## src/hdl/scf_pkg.sv

```systemverilog
package scf_pkg;

	// ==========================================================
	// widths and fixed values
	localparam int             DIV_WIDTH   = 12;
	localparam int             WORD_WIDTH  = 32;
	localparam int             SYNC_WIDTH  = 16;
	localparam int             FIFO_DEPTH  = 32;
	localparam logic [11:0]    DIV_OFF     = 12'h000;
	localparam logic [11:0]    DIV_STEP    = 12'h001;
	localparam logic [7:0]     DELAY_NONE  = 8'h00;
	localparam logic [7:0]     PERIOD_NONE = 8'h00;
	localparam logic [7:0]     CNT_STEP    = 8'h01;
	localparam logic [8:0]     PCNT_STEP   = 9'h001;
	localparam logic [4:0]     PULSE_STEP  = 5'h01;
	localparam logic [4:0]     PULSE_IDLE  = 5'h00;

	// ==========================================================
	// mode enumerations
	typedef enum logic [1:0] {
		CLK_SRC_DIVIDED,
		CLK_SRC_OTHER,
		CLK_SRC_PIN
	} scf_clk_src_type;

	typedef enum logic [1:0] {
		CLK_OUT_NONE,
		CLK_OUT_CONTINUOUS,
		CLK_OUT_TRANSFER
	} scf_clk_out_type;

	typedef enum logic [3:0] {
		START_CONTINUOUS,
		START_OTHER_SIDE,
		START_FS_LOW,
		START_FS_HIGH,
		START_FS_FALL,
		START_FS_RISE,
		START_FS_CHANGE,
		START_FS_ANY_EDGE,
		START_COMPARE
	} scf_start_type;

	typedef enum logic [2:0] {
		SYNC_INPUT,
		SYNC_NEG_PULSE,
		SYNC_POS_PULSE,
		SYNC_LOW_DATA,
		SYNC_HIGH_DATA,
		SYNC_TOGGLE
	} scf_sync_out_type;

	// ==========================================================
	// configuration and status carriers
	typedef struct packed {
		scf_clk_src_type  clock_source_select;
		logic             clock_invert;
		scf_clk_out_type  clock_output_mode;
		scf_start_type    start_select;
		logic [7:0]       start_delay;
		logic [7:0]       period;
	} scf_clock_mode_type;

	typedef struct packed {
		logic [4:0]       data_length;
		logic [3:0]       words_per_frame;
		logic             msb_first;
		logic [3:0]       sync_length;
		scf_sync_out_type sync_output_select;
		logic             sync_data_enable;
		logic             sync_edge_select;
		logic             data_default;
	} scf_frame_mode_type;

	typedef struct packed {
		logic tx_holding_ready_flag;
		logic tx_all_empty_flag;
		logic rx_holding_ready_flag;
		logic rx_overrun_flag;
		logic tx_sync_seen_flag;
		logic rx_sync_seen_flag;
	} scf_status_type;

endpackage : scf_pkg

```

## src/hdl/scf_fifo.sv

```systemverilog
`timescale 1ns/1ps
module scf_fifo #(
	parameter int WIDTH = 32,
	parameter int DEPTH = 32
) (
	input  wire logic             core_clk,
	input  wire logic             reset,
	input  wire logic [WIDTH-1:0] in_data,
	input  wire logic             in_valid,
	output logic                  in_ready,
	output logic      [WIDTH-1:0] out_data,
	output logic                  out_valid,
	input  wire logic             out_ready
);
	localparam int AW = $clog2(DEPTH);

	logic [WIDTH-1:0] mem [DEPTH];
	logic [AW-1:0]    wr_ptr;
	logic [AW-1:0]    rd_ptr;
	logic [AW:0]      count;
	logic [AW:0]      next_count;
	logic             push;
	logic             pop;

	// ==========================================================
	// handshakes; full and empty come from flops
	assign push     = in_valid & in_ready;
	assign pop      = out_valid & out_ready;
	assign out_data = mem[rd_ptr];

	always_comb begin
		next_count = count;
		if (push & ~pop)
			next_count = count + (AW+1)'(1);
		else if (pop & ~push)
			next_count = count - (AW+1)'(1);
	end

	// storage has no reset, only the pointers matter
	always_ff @(posedge core_clk) begin
		if (push)
			mem[wr_ptr] <= in_data;
	end

	always_ff @(posedge core_clk) begin
		if (reset) begin
			wr_ptr    <= '0;
			rd_ptr    <= '0;
			count     <= '0;
			in_ready  <= 1'b0;
			out_valid <= 1'b0;
		end else begin
			if (push)
				wr_ptr <= AW'(wr_ptr + AW'(1));
			if (pop)
				rd_ptr <= AW'(rd_ptr + AW'(1));
			count     <= next_count;
			in_ready  <= next_count != (AW+1)'(DEPTH);
			out_valid <= next_count != '0;
		end
	end
endmodule : scf_fifo

```

## src/hdl/scf_core.sv

```systemverilog
`timescale 1ns/1ps
module scf_core (
	input  wire logic                           core_clk,
	input  wire logic                           reset,
	input  wire scf_pkg::scf_clock_mode_type    tx_clock_mode_cfg,
	input  wire scf_pkg::scf_clock_mode_type    rx_clock_mode_cfg,
	input  wire scf_pkg::scf_frame_mode_type    tx_frame_mode_cfg,
	input  wire scf_pkg::scf_frame_mode_type    rx_frame_mode_cfg,
	input  wire logic [scf_pkg::DIV_WIDTH-1:0]  clock_divisor,
	input  wire logic                           tx_enable,
	input  wire logic                           rx_enable,
	input  wire logic [scf_pkg::WORD_WIDTH-1:0] tx_word,
	input  wire logic                           tx_word_valid,
	output logic                                tx_word_ready,
	input  wire logic [scf_pkg::SYNC_WIDTH-1:0] tx_sync_holding,
	input  wire logic [scf_pkg::SYNC_WIDTH-1:0] rx_compare_pattern,
	input  wire logic                           rx_holding_read,
	input  wire logic                           status_read,
	output logic [scf_pkg::WORD_WIDTH-1:0]      rx_holding,
	output logic [scf_pkg::SYNC_WIDTH-1:0]      rx_sync_holding,
	output scf_pkg::scf_status_type             status_word,
	input  wire logic                           tx_bit_clock_pin_in,
	output logic                                tx_bit_clock_pin_out,
	output logic                                tx_bit_clock_pin_oe_n,
	input  wire logic                           rx_bit_clock_pin_in,
	output logic                                rx_bit_clock_pin_out,
	output logic                                rx_bit_clock_pin_oe_n,
	input  wire logic                           tx_sync_pin_in,
	output logic                                tx_sync_pin_out,
	output logic                                tx_sync_pin_oe_n,
	input  wire logic                           rx_sync_pin_in,
	output logic                                rx_sync_pin_out,
	output logic                                rx_sync_pin_oe_n,
	output logic                                tx_data_pin,
	input  wire logic                           rx_data_pin
);
	import scf_pkg::*;

	typedef enum logic [1:0] {ST_IDLE, ST_DELAY, ST_DATA} scf_state_type;

	// ==========================================================
	// helpers
	function automatic logic start_hit(input scf_start_type sel, input logic fs,
		input logic fs_prev, input logic other_busy, input logic go, input logic cmp);
		case (sel)
			START_CONTINUOUS:  start_hit = go;
			START_OTHER_SIDE:  start_hit = other_busy;
			START_FS_LOW:      start_hit = ~fs;
			START_FS_HIGH:     start_hit = fs;
			START_FS_FALL:     start_hit = fs_prev & ~fs;
			START_FS_RISE:     start_hit = ~fs_prev & fs;
			START_FS_CHANGE:   start_hit = fs ^ fs_prev;
			START_FS_ANY_EDGE: start_hit = fs ^ fs_prev;
			START_COMPARE:     start_hit = cmp;
			default:           start_hit = 1'b0;
		endcase
	endfunction : start_hit

	// for msb-first, reverse the low len+1 bits so every word leaves bit 0 first
	function automatic logic [WORD_WIDTH-1:0] order_word(input logic [WORD_WIDTH-1:0] w,
		input logic [4:0] len, input logic msb);
		order_word = '0;
		for (int i = 0; i < WORD_WIDTH; i++) begin
			if (i <= int'(len))
				order_word[i] = msb ? w[int'(len) - i] : w[i];
		end
	endfunction : order_word

	function automatic logic [SYNC_WIDTH-1:0] sync_mask(input logic [3:0] len);
		sync_mask = '0;
		for (int i = 0; i < SYNC_WIDTH; i++)
			sync_mask[i] = i <= int'(len);
	endfunction : sync_mask

	// ==========================================================
	// clock divider
	logic [DIV_WIDTH-1:0] div_cnt;
	logic                 div_clk;

	// each level lasts divisor master cycles, so duty stays 50% for odd values
	always_ff @(posedge core_clk) begin
		if (reset || clock_divisor == DIV_OFF) begin
			div_cnt <= DIV_OFF;
			div_clk <= 1'b0;
		end else if (div_cnt >= clock_divisor - DIV_STEP) begin
			div_cnt <= DIV_OFF;
			div_clk <= ~div_clk;
		end else begin
			div_cnt <= div_cnt + DIV_STEP;
		end
	end

	// ==========================================================
	// per-side clock selection; index 0 transmit, 1 receive
	scf_clock_mode_type cm [2];
	scf_frame_mode_type fm [2];
	logic [1:0]         base_clk;
	logic [1:0]         side_clk;
	logic [1:0]         lvl;
	logic [1:0]         lvl_prev;
	logic [1:0]         tick;
	logic [1:0]         busy;
	logic [1:0]         in_data;
	logic [1:0]         start;
	logic [1:0]         fs_lvl;
	logic [1:0]         fs_prev;
	logic [1:0]         fs_pin;
	logic [1:0]         enable;

	assign cm     = '{tx_clock_mode_cfg, rx_clock_mode_cfg};
	assign fm     = '{tx_frame_mode_cfg, rx_frame_mode_cfg};
	assign fs_pin = {rx_sync_pin_in, tx_sync_pin_in};
	assign enable = {rx_enable, tx_enable};

	// "other" takes the other side's own source, which avoids a loop
	always_comb begin
		for (int s = 0; s < 2; s++) begin
			base_clk[s] = (cm[s].clock_source_select == CLK_SRC_PIN) ?
				(s == 0 ? tx_bit_clock_pin_in : rx_bit_clock_pin_in) : div_clk;
		end
		side_clk[0] = (cm[0].clock_source_select == CLK_SRC_OTHER) ?
			base_clk[1] : base_clk[0];
		side_clk[1] = (cm[1].clock_source_select == CLK_SRC_OTHER) ?
			base_clk[0] : base_clk[1];
		for (int s = 0; s < 2; s++)
			lvl[s] = side_clk[s] ^ cm[s].clock_invert;
	end

	// transmit shifts on the falling edge, receive samples on the rising edge
	assign tick[0] = lvl_prev[0] & ~lvl[0];
	assign tick[1] = ~lvl_prev[1] & lvl[1];

	// ==========================================================
	// frame sync generation, clock outputs and sync seen flags
	logic [8:0] period_cnt [2];
	logic [4:0] pulse_cnt  [2];
	logic [1:0] toggle;
	logic [1:0] fs_out;
	logic [1:0] fs_oe_n;
	logic [1:0] clk_out;
	logic [1:0] clk_oe_n;
	logic [1:0] sync_seen;
	logic [1:0] trigger;
	logic [1:0] edge_seen;
	logic       tx_on_line;

	// transmit bits reach the pin one tick after the state moves, so the gated
	// clock follows that window, else the first edge is empty and the last bit unclocked
	always_ff @(posedge core_clk) begin
		if (reset)
			tx_on_line <= 1'b0;
		else if (tick[0])
			tx_on_line <= busy[0];
	end

	always_comb begin
		for (int s = 0; s < 2; s++) begin
			fs_lvl[s]    = (fm[s].sync_output_select == SYNC_INPUT) ? fs_pin[s] : fs_out[s];
			trigger[s]   = tick[s] & ((cm[s].period != PERIOD_NONE) ?
				(period_cnt[s] == {cm[s].period, 1'b1}) : start[s]);
			edge_seen[s] = tick[s] & (fm[s].sync_edge_select ?
				(fs_prev[s] & ~fs_lvl[s]) : (~fs_prev[s] & fs_lvl[s]));
		end
	end

	always_ff @(posedge core_clk) begin
		for (int s = 0; s < 2; s++) begin
			if (reset) begin
				lvl_prev[s]   <= 1'b0;
				fs_prev[s]    <= 1'b0;
				period_cnt[s] <= '0;
				pulse_cnt[s]  <= PULSE_IDLE;
				toggle[s]     <= 1'b0;
				fs_out[s]     <= 1'b0;
				fs_oe_n[s]    <= 1'b1;
				clk_out[s]    <= 1'b0;
				clk_oe_n[s]   <= 1'b1;
				sync_seen[s]  <= 1'b0;
			end else begin
				lvl_prev[s] <= lvl[s];
				clk_out[s]  <= side_clk[s];
				clk_oe_n[s] <= ~((cm[s].clock_output_mode == CLK_OUT_CONTINUOUS) |
					((cm[s].clock_output_mode == CLK_OUT_TRANSFER) &
					(s == 0 ? tx_on_line : busy[s])));
				if (tick[s])
					fs_prev[s] <= fs_lvl[s];
				if (trigger[s]) begin
					period_cnt[s] <= '0;
					pulse_cnt[s]  <= {1'b0, fm[s].sync_length} + PULSE_STEP;
					toggle[s]     <= ~toggle[s];
				end else if (tick[s]) begin
					period_cnt[s] <= period_cnt[s] + PCNT_STEP;
					if (pulse_cnt[s] != PULSE_IDLE)
						pulse_cnt[s] <= pulse_cnt[s] - PULSE_STEP;
				end
				fs_oe_n[s] <= fm[s].sync_output_select == SYNC_INPUT;
				unique case (fm[s].sync_output_select)
					SYNC_NEG_PULSE: fs_out[s] <= pulse_cnt[s] == PULSE_IDLE;
					SYNC_POS_PULSE: fs_out[s] <= pulse_cnt[s] != PULSE_IDLE;
					SYNC_LOW_DATA:  fs_out[s] <= ~in_data[s];
					SYNC_HIGH_DATA: fs_out[s] <= in_data[s];
					SYNC_TOGGLE:    fs_out[s] <= toggle[s];
					default:        fs_out[s] <= 1'b0;
				endcase
				// a detected edge wins over a clear in the same cycle
				sync_seen[s] <= (sync_seen[s] & ~status_read) | edge_seen[s];
			end
		end
	end

	assign tx_bit_clock_pin_out  = clk_out[0];
	assign tx_bit_clock_pin_oe_n = clk_oe_n[0];
	assign rx_bit_clock_pin_out  = clk_out[1];
	assign rx_bit_clock_pin_oe_n = clk_oe_n[1];
	assign tx_sync_pin_out       = fs_out[0];
	assign tx_sync_pin_oe_n      = fs_oe_n[0];
	assign rx_sync_pin_out       = fs_out[1];
	assign rx_sync_pin_oe_n      = fs_oe_n[1];

	// ==========================================================
	// transmit path: fifo, holding register, shift register
	scf_state_type            tx_state;
	logic [WORD_WIDTH-1:0]    fifo_data;
	logic                     fifo_valid;
	logic [WORD_WIDTH-1:0]    tx_hold;
	logic                     tx_hold_full;
	logic [WORD_WIDTH-1:0]    tx_shift;
	logic [7:0]               tx_bit;
	logic [3:0]               tx_word_cnt;
	logic                     tx_load;
	logic [WORD_WIDTH-1:0]    tx_ordered;

	scf_fifo #(.WIDTH(WORD_WIDTH), .DEPTH(FIFO_DEPTH)) tx_fifo (
		.core_clk  (core_clk),
		.reset     (reset),
		.in_data   (tx_word),
		.in_valid  (tx_word_valid),
		.in_ready  (tx_word_ready),
		.out_data  (fifo_data),
		.out_valid (fifo_valid),
		.out_ready (~tx_hold_full)
	);

	assign busy[0]    = tx_state != ST_IDLE;
	assign in_data[0] = tx_state == ST_DATA;
	assign start[0]   = tx_enable & (tx_state == ST_IDLE) & start_hit(cm[0].start_select,
		fs_lvl[0], fs_prev[0], busy[1], tx_hold_full, 1'b0);
	assign tx_load    = tick[0] & (tx_state == ST_DATA) & (tx_bit == DELAY_NONE)
		& tx_hold_full;
	assign tx_ordered = order_word(tx_hold, tx_frame_mode_cfg.data_length,
		tx_frame_mode_cfg.msb_first);

	// holding register refills from the fifo as soon as it empties
	always_ff @(posedge core_clk) begin
		if (reset) begin
			tx_hold      <= '0;
			tx_hold_full <= 1'b0;
		end else if (tx_load) begin
			tx_hold_full <= 1'b0;
		end else if (~tx_hold_full & fifo_valid) begin
			tx_hold      <= fifo_data;
			tx_hold_full <= 1'b1;
		end
	end

	// a word boundary with nothing held ends the frame instead of underrunning
	always_ff @(posedge core_clk) begin
		if (reset || !tx_enable) begin
			tx_state    <= ST_IDLE;
			tx_bit      <= DELAY_NONE;
			tx_word_cnt <= '0;
			tx_shift    <= '0;
			tx_data_pin <= 1'b0;
		end else if (tick[0]) begin
			unique case (tx_state)
				ST_IDLE: begin
					tx_data_pin <= tx_frame_mode_cfg.data_default;
					tx_bit      <= DELAY_NONE;
					tx_word_cnt <= '0;
					if (start[0])
						tx_state <= (cm[0].start_delay != DELAY_NONE) ? ST_DELAY : ST_DATA;
				end
				ST_DELAY: begin
					// sync data only fits inside the delay, data start cuts it short
					if (tx_frame_mode_cfg.sync_data_enable &&
						tx_bit <= {4'h0, tx_frame_mode_cfg.sync_length})
						tx_data_pin <= tx_sync_holding[tx_bit[3:0]];
					else
						tx_data_pin <= tx_frame_mode_cfg.data_default;
					tx_bit <= tx_bit + CNT_STEP;
					if (tx_bit == cm[0].start_delay - CNT_STEP) begin
						tx_bit   <= DELAY_NONE;
						tx_state <= ST_DATA;
					end
				end
				ST_DATA: begin
					if (tx_bit == DELAY_NONE && !tx_hold_full) begin
						tx_state    <= ST_IDLE;
						tx_data_pin <= tx_frame_mode_cfg.data_default;
					end else begin
						if (tx_load) begin
							tx_data_pin <= tx_ordered[0];
							tx_shift    <= tx_ordered >> 1;
						end else begin
							tx_data_pin <= tx_shift[0];
							tx_shift    <= tx_shift >> 1;
						end
						tx_bit <= tx_bit + CNT_STEP;
						if (tx_bit == {3'h0, tx_frame_mode_cfg.data_length}) begin
							tx_bit      <= DELAY_NONE;
							tx_word_cnt <= tx_word_cnt + 4'h1;
							if (tx_word_cnt == tx_frame_mode_cfg.words_per_frame)
								tx_state <= ST_IDLE;
						end
					end
				end
			endcase
		end
	end

	// ==========================================================
	// receive path
	scf_state_type         rx_state;
	logic [WORD_WIDTH-1:0] rx_shift;
	logic [WORD_WIDTH-1:0] next_rx_word;
	logic [SYNC_WIDTH-1:0] rx_history;
	logic [7:0]            rx_bit;
	logic [3:0]            rx_word_cnt;
	logic                  rx_done;
	logic                  rx_match;

	assign busy[1]    = rx_state != ST_IDLE;
	assign in_data[1] = rx_state == ST_DATA;
	assign rx_match   = ((rx_history ^ rx_compare_pattern) &
		sync_mask(rx_frame_mode_cfg.sync_length)) == '0;
	assign start[1]   = rx_enable & (rx_state == ST_IDLE) & start_hit(cm[1].start_select,
		fs_lvl[1], fs_prev[1], busy[0], 1'b1, rx_match);
	assign rx_done    = tick[1] & (rx_state == ST_DATA) &
		(rx_bit == {3'h0, rx_frame_mode_cfg.data_length});

	always_comb begin
		next_rx_word = (rx_bit == DELAY_NONE) ? '0 : rx_shift;
		if (rx_frame_mode_cfg.msb_first)
			next_rx_word = {next_rx_word[WORD_WIDTH-2:0], rx_data_pin};
		else
			next_rx_word[rx_bit[4:0]] = rx_data_pin;
	end

	always_ff @(posedge core_clk) begin
		if (reset || !rx_enable) begin
			rx_state        <= ST_IDLE;
			rx_bit          <= DELAY_NONE;
			rx_word_cnt     <= '0;
			rx_shift        <= '0;
			rx_history      <= '0;
		end else if (tick[1]) begin
			rx_history <= {rx_history[SYNC_WIDTH-2:0], rx_data_pin};
			unique case (rx_state)
				ST_IDLE: begin
					rx_bit      <= DELAY_NONE;
					rx_word_cnt <= '0;
					if (start[1])
						rx_state <= (cm[1].start_delay != DELAY_NONE) ? ST_DELAY : ST_DATA;
				end
				ST_DELAY: begin
					rx_bit <= rx_bit + CNT_STEP;
					if (rx_bit == cm[1].start_delay - CNT_STEP) begin
						rx_bit   <= DELAY_NONE;
						rx_state <= ST_DATA;
					end
				end
				ST_DATA: begin
					rx_shift <= next_rx_word;
					rx_bit   <= rx_bit + CNT_STEP;
					if (rx_done) begin
						rx_bit      <= DELAY_NONE;
						rx_word_cnt <= rx_word_cnt + 4'h1;
						if (rx_word_cnt == rx_frame_mode_cfg.words_per_frame)
							rx_state <= ST_IDLE;
					end
				end
			endcase
		end
	end

	// sync data is caught during the start delay window
	always_ff @(posedge core_clk) begin
		if (reset)
			rx_sync_holding <= '0;
		else if (tick[1] && rx_state == ST_DELAY &&
			rx_bit <= {4'h0, rx_frame_mode_cfg.sync_length})
			rx_sync_holding[rx_bit[3:0]] <= rx_data_pin;
	end

	// ==========================================================
	// holding register and status flags; a new event beats a same-cycle clear
	always_ff @(posedge core_clk) begin
		if (reset) begin
			rx_holding  <= '0;
			status_word <= '{tx_holding_ready_flag: 1'b1, tx_all_empty_flag: 1'b1,
				default: 1'b0};
		end else begin
			if (rx_done)
				rx_holding <= next_rx_word;
			status_word.rx_holding_ready_flag <=
				(status_word.rx_holding_ready_flag & ~rx_holding_read) | rx_done;
			status_word.rx_overrun_flag <= (status_word.rx_overrun_flag & ~status_read) |
				(rx_done & status_word.rx_holding_ready_flag & ~rx_holding_read);
			status_word.tx_holding_ready_flag <= ~tx_hold_full;
			status_word.tx_all_empty_flag <= ~tx_hold_full & ~in_data[0];
			status_word.tx_sync_seen_flag <= sync_seen[0];
			status_word.rx_sync_seen_flag <= sync_seen[1];
		end
	end
endmodule : scf_core

```

## config.mk

```make
export PLATFORM = sky130hd
export DESIGN_NAME = scf_core
export DESIGN_NICKNAME = d
export VERILOG_FILES = /design/src/hdl/scf_pkg.sv /design/src/hdl/scf_fifo.sv /design/src/hdl/scf_core.sv
export SDC_FILE = /design/constraint.sdc
export NUM_CORES = 2
export LEC_CHECK = 0
export ABC_AREA = 1
export BUFFER_PORTS_ARGS = -buffer_cell sky130_fd_sc_hd__buf_4
export CAP_MARGIN = 5
export CORE_ASPECT_RATIO = 2
export CORE_MARGIN = 2
export CORE_UTILIZATION = 45
export CTS_CLUSTER_SIZE = 25
export DETAILED_ROUTE_END_ITERATION = 12
export PLACE_DENSITY = 0.62
export SYNTH_ARGS = -nofsm -noshare
export SYNTH_HDL_FRONTEND = slang
export SYNTH_SLANG_ARGS = --single-unit
```

## constraint.sdc

```tcl
create_clock -name core_clk -period 2.9 [get_ports core_clk]
set_input_delay 0 -clock core_clk [delete_from_list [all_inputs] [get_ports core_clk]]
set_output_delay 0 -clock core_clk [all_outputs]
set_load 0.01 [all_outputs]
```

# Yosys cells after proc, flatten, opt, wreduce, memory -nomap -nowiden
# Memories as Yosys holds them, arrays and structs flattened. A register that Yosys moved wholly into a read port is not among the register bits.
# Index checks and enable logic that the tools add are counted.
totals:
  register_bits: 212
  ram_bits: 1052
  inputBits: 178
  output_inout_bits: 64
  n_memories: 3
op_classes:
  addsub: 49
  order_cmp: 86
  eq_ne: 56
  n_mux: 250
  n_bitwise: 72
  reduce_logical: 47
mem_list:
  columns: ["name", "depth", "width", "rd", "rd_clocked_by_memory_dff", "write_ports", "line_no", "rtl"]
  rows:
  - ["tx_fifo.mem", 32, 32, 1, 1, 1, "scf_fifo.sv:17", "logic [WIDTH-1:0] mem [DEPTH];"]
  - ["period_cnt", 2, 9, 2, 0, 2, "scf_core.sv:135", "logic [8:0] period_cnt [2];"]
  - ["pulse_cnt", 2, 5, 2, 0, 2, "scf_core.sv:136", "logic [4:0] pulse_cnt [2];"]
op_table:
  columns: ["op", "n"]
  rows:
  - ["$lt A6 B7 Y1 const B", 31]
  - ["$mux W1", 170]
  - ["$bmux W1 S5", 32]
  - ["$sub A5 B5 Y6 const B", 16]
  - ["$le A5 B5 Y1 const A", 16]
  - ["$mux W32", 2]
  - ["$pmux W8 S3", 2]
  - ["$sub A5 B4 Y6 const B", 8]
  - ["$le A4 B5 Y1 const A", 8]
  - ["$mux W8", 5]
  - ["$mux W9", 4]
  - ["$and A1 B1 Y1", 32]
  - ["$bwmux W32", 1]
  - ["$eq A4 B3 Y1 const B", 8]
  - ["$le A4 B4 Y1 const A", 8]
  - ["$reduce_bool A8 Y1", 4]
  - ["$mux W31", 1]
  - ["$sub A5 B3 Y6 const B", 4]
  - ["$mux W2", 11]
  - ["$le A3 B5 Y1 const A", 4]
  - ["$mux W5", 4]
  - ["$not A1 Y1", 20]
  - ["$add A9 B1 Y9 const B", 2]
  - ["$eq A9 B9 Y1", 2]
  - ["72 further kinds", 165]

# Longest topological paths before layout
logic_depth:
  word_depth: 13
  depth_mapped: 18
  ltp_nobuf: 18

# Hierarchy
# From an unflattened synthesis, not the netlist that was laid out.
unflattened:
  cells_unflattened: 6184
  hier_area_um2: 59565.9
by_module_without_submodules:
  columns: ["module", "n_inst", "cells_each", "area_each_um2", "seq_area_each_um2"]
  rows:
  - ["scf_fifo", 1, 3512, 42135.4, 31209.9]
  - ["scf_core", 1, 2672, 17430.5, 5345.1]

# Worst setup path after synthesis
# No wires, ideal clock.
synth_timing:
  path_type: "register to register"
  start: "register tx_fifo.wr_ptr[0]"
  end: "memory tx_fifo.mem[11][0] (enable)"
  setup_ps: 421
  arrival_time_ps: 2236
  t_required_ps: 2479
  slack_ps: 243
  stages_incl_launch_ff: 6
  path_buffers: 0
  synth_period_minus_slack_ps: 2657
  cell_sequence: "dfxtp_1 ha_1 inv_1 nor2_1 clkinv_1 nor2_1"
synth_lines:
  columns: ["element", "line_no", "rtl"]
  rows:
  - ["start: declaration", "scf_fifo.sv:18", "logic [AW-1:0] wr_ptr;"]
  - ["start signal: assignment", "scf_fifo.sv:54", "wr_ptr <= AW'(wr_ptr + AW'(1));"]
  - ["end: declaration", "scf_fifo.sv:17", null]
# No word-level cell before the write port.

==> key figures <==
Outcome
  – Outcome: completed

Drt
  – 1st-pass router iterations: 6
  – Antenna viol nets, final: 0
  – Final wirelength: 184,500 um
  – Starting DRT DRC Count: 3,975
  – Vias: 45,286
  – Vias per cell: 5.819
  – DR WL/cell: 23.71 um
  – DRC Markers: 0

Floorplanning
  – Initial Util: about 45%
  – Core footprint: 128,200 um2
  – # rows: 186
  – Chip Width: 257.9 um
  – Die Height: 511.7 um
  – Boundary Pins: 242
  – Die Area: 131,900 um2

Cells and area
  – Multi-input logic area: between 15,000 and 20,000 um2
  – Design Area, Final: roughly 68,000 um2
  – Final #Nets: 6,256
  – Fill count: roughly 11,000
  – Layout cells sized above 1: 12.61%
  – FF/Latch Area: 36,470 um2
  – Area Growth Syn to Fin: 17.18%
  – Finished Core Util: 53.00%

Global route
  – Vias in the first global route: 44,329
  – Initial antenna violation count: 4
  – Maximum number of pins on one net before global-route repair: 108
  – First-pass GRT wire length: roughly 270,000 um
  – GRT Util Overall: 27.43%
  – Congestion Overflow GR: 0

Clocking
  – CTS tree: yes
  – Max Buffers Root-to-Sink: 3
  – H-tree depth: 3
  – Clock Latency Late Sink: around 0.74 ns
  – CTS buffer count: 110
  – CTS root buffer: clkbuf_16
  – Clock-pin transition on the worst setup and hold timing paths: 0.07 ns
  – Sink Count: 1,295

Power and ir drop
  – Tot Pwr: 48,760 uW
  – Leakage power: 0.02398 uW
  – Peak supply drop: 593.9 uV
  – Total power per unit cell area: 717.5 nW/um2

Placed design
  – Hpwl dp: roughly 120,000 um
  – RD Place Congestion: 0.9550
  – Port Buffers: approximately 240
  – Cell Area, Placed: between 60,000 and 70,000 um2

Yosys
  – Synth Area per Inst: 10.29 um2
  – Synth top area cells: edfxtp_1 (54%), dfxtp_1 (8.4%), o21ai_0 (6.0%)
  – Async SR Flop Fraction: 0%
  – Distinct cell type count of the synthesized netlist: 64
  – Synth top area share: 54.47%
  – Count leader, synth: edfxtp_1
  – Post-synth EDFFs: 1,052
  – Syn nets: 5,898
  – Cells after Synth: ~5,600
  – Top FF cell, synth: edfxtp_1
  – Most instantiated cells after synthesis: edfxtp_1 (1,052), nor2_1 (779), nand2_1 (765)
  – Synthesis-stage register bit count: approximately 1,300
  – Seq/Total Area, Yosys: between 60 and 70%
  – YS warnings: 0
  – Cell area after synthesis: around 58,000 um2
  – Synth area leader: edfxtp_1

Run
  – Max-cap check violation count: 0

Timing
  – Max Slew Vio Count: 0
  – Final setup viols: 0
  – Tmin final: 2.719 ns
  – Fin. Hold Viols: 0
  – Slew @ Worst Pin: 0.8730 ns
  – Period utilization: 93.76%
  – Rel. slew slack: between 40% and 50%
  – Worst Skew: roughly 0.026 ns
  – Max Fclk: 367.8 MHz
  – Hold WS: 0.05477 ns

Critical path
  – Req. time, crit path: 3.34 ns
  – CP max stage cell: dlygate4sd3_1
  – Critical Path Fanout Max: 6
  – CP Data Arrival Time: roughly 3.2 ns
  – Crit-path max cell delay: 0.57 ns
  – CP cell instances: dlygate4sd3_1 > buf_4 > nor2_1 > dlygate4sd3_1 > nand2_1 > dlygate4sd3_1 > o2111ai_1 > dlygate4sd3_1 > nand2_1 > nand2_2 > nand3_1 > nand3_2
  – CP most frequent cell: dlygate4sd3_1
  – Setup crit start kind: input pin
  – CP Capture Type: register
  – Crit Path Class: input pin to register

Min path
  – Hold Path Class: input pin to register
==> cells in the final DEF, fill, tap and decap left out, types with 14 or more instances in the layout <==
master | Yosys | final
o21ai_1 | 49 | 49
nor2_4 | 7 | 40
a21oi_1 | 266 | 266
buf_12 | 0 | 59
nand3_1 | 351 | 350
buf_4 | 15 | 392
o221ai_1 | 103 | 103
inv_2 | 29 | 30
inv_1 | 282 | 279
clkinv_1 | 7 | 25
xnor2_1 | 21 | 21
o211ai_1 | 46 | 46
nand4_1 | 91 | 91
or2_2 | 14 | 14
clkbuf_16 | 0 | 111
nand2_1 | 765 | 764
ha_1 | 83 | 83
o22ai_1 | 175 | 175
nor3_1 | 46 | 46
nor2_1 | 779 | 746
nor4_1 | 15 | 15
edfxtp_1 | 1052 | 1052
dfxtp_1 | 243 | 238
clkbuf_1 | 204 | 16
o21ai_0 | 694 | 694
dlygate4sd3_1 | 0 | 123
xor2_1 | 69 | 69
clkinv_2 | 0 | 17
==> power by group <==
group | switching, uW | internal [uW]
clock | 6940 | 8280
combinational | 8540 | 3960
sequential | 441 | 20600
total | 15900 | 32800
==> worst paths after layout <==
path                                         startpoint  cells after the start                             to  slack [ns]
worst max register to register     div_clk$_SDFFE_PP0P_                      9        fs_prev[1]$_SDFFE_PP0P_        0.22
worst max-delay path               tx_clock_mode_cfg[1]                     12      pulse_cnt[0][1]$_DFFE_PP_        0.18
worst min register to register  sync_seen[0]$_SDFF_PP0_                      2      status_word[1]$_SDFF_PP0_        0.42
worst min-delay path               rx_frame_mode_cfg[7]                      7  pulse_cnt[1][1]$_SDFFCE_PN0P_        0.05
==> critical path: cells and delay by family <==
family | cells | cell delay (ns)
AOI/OAI and AO/OA | 1 | 0.18
and+or+nand+nor | 6 | 0.61
buffers and inverters | 5 | 2.38
==> through the flow <==
step	setup slack, ns	TNS (ns)	instances
2_1_floorplan	0.2432	0	5637
3_3_place_gp	0.3283	0	7452
3_5_place_dp	0.2814	0	7452
4_1_cts	0.09608	0	7781
5_1_grt	-0.01009	-0.03983	7781
6_report	0.1809	0	7782
==> cells by family (layout without fill, tap and decap cells) <==
| logic type | count (synthesis) | in the layout | synth area share [%] |
|---|---|---|---|
| buffers and inverters | 647 | 1098 | 4.617 |
| XOR/XNOR | 93 | 93 | 1.443 |
| adder cells (fa/ha/maj) | 83 | 83 | 1.791 |
| AO/OA/AOI/OAI | 1398 | 1398 | 13.62 |
| flip-flops | 1295 | 1295 | 62.86 |
| other | 0 | 2 | 0 |
| AND/OR/NAND/NOR | 2118 | 2118 | 15.62 |
| multiplexers | 3 | 3 | 0.05178 |
==> registers in the layout (all words and copies together) (netlist names), 4 cells and up <==
name             flops
rx_history          16
tx_fifo.count        6
tx_shift            31
rx_sync_holding     16
rx_shift            32
tx_fifo.wr_ptr       5
tx_hold             32
tx_fifo.rd_ptr       5
status_word          6
tx_fifo.mem       1024
pulse_cnt           10
rx_bit               8
rx_holding          32
tx_bit               8
tx_word_cnt          4
period_cnt          18
div_cnt             12
rx_word_cnt          4
==> layer usage <==
layer | track usage (%) | wire length (um)
met1 | 29.81 | 64590
met5 | 0 | 28
met2 | 49.54 | 95570
met3 | 3.724 | 11180
met4 | 17.90 | 13100
==> layout make-up <==
type	count	area share, %
tap	1692	3.115
sequential	1295	53.66
timing repair buffer	574	7.880
clock inverter	77	1.221
antenna	2	0.007364
inverter	319	1.788
clock buffer	128	4.196
multi-input combinational	3695	28.13
==> what timing repair did <==
action,CTS,global route
endpoints found under the setup margin,0,8
gates resized for setup,0,3
setup buffers,0,0
hold buffers,124,0
hold endpoints to repair,1196,0
Note: power is estimated with default switching activity, not from simulation.
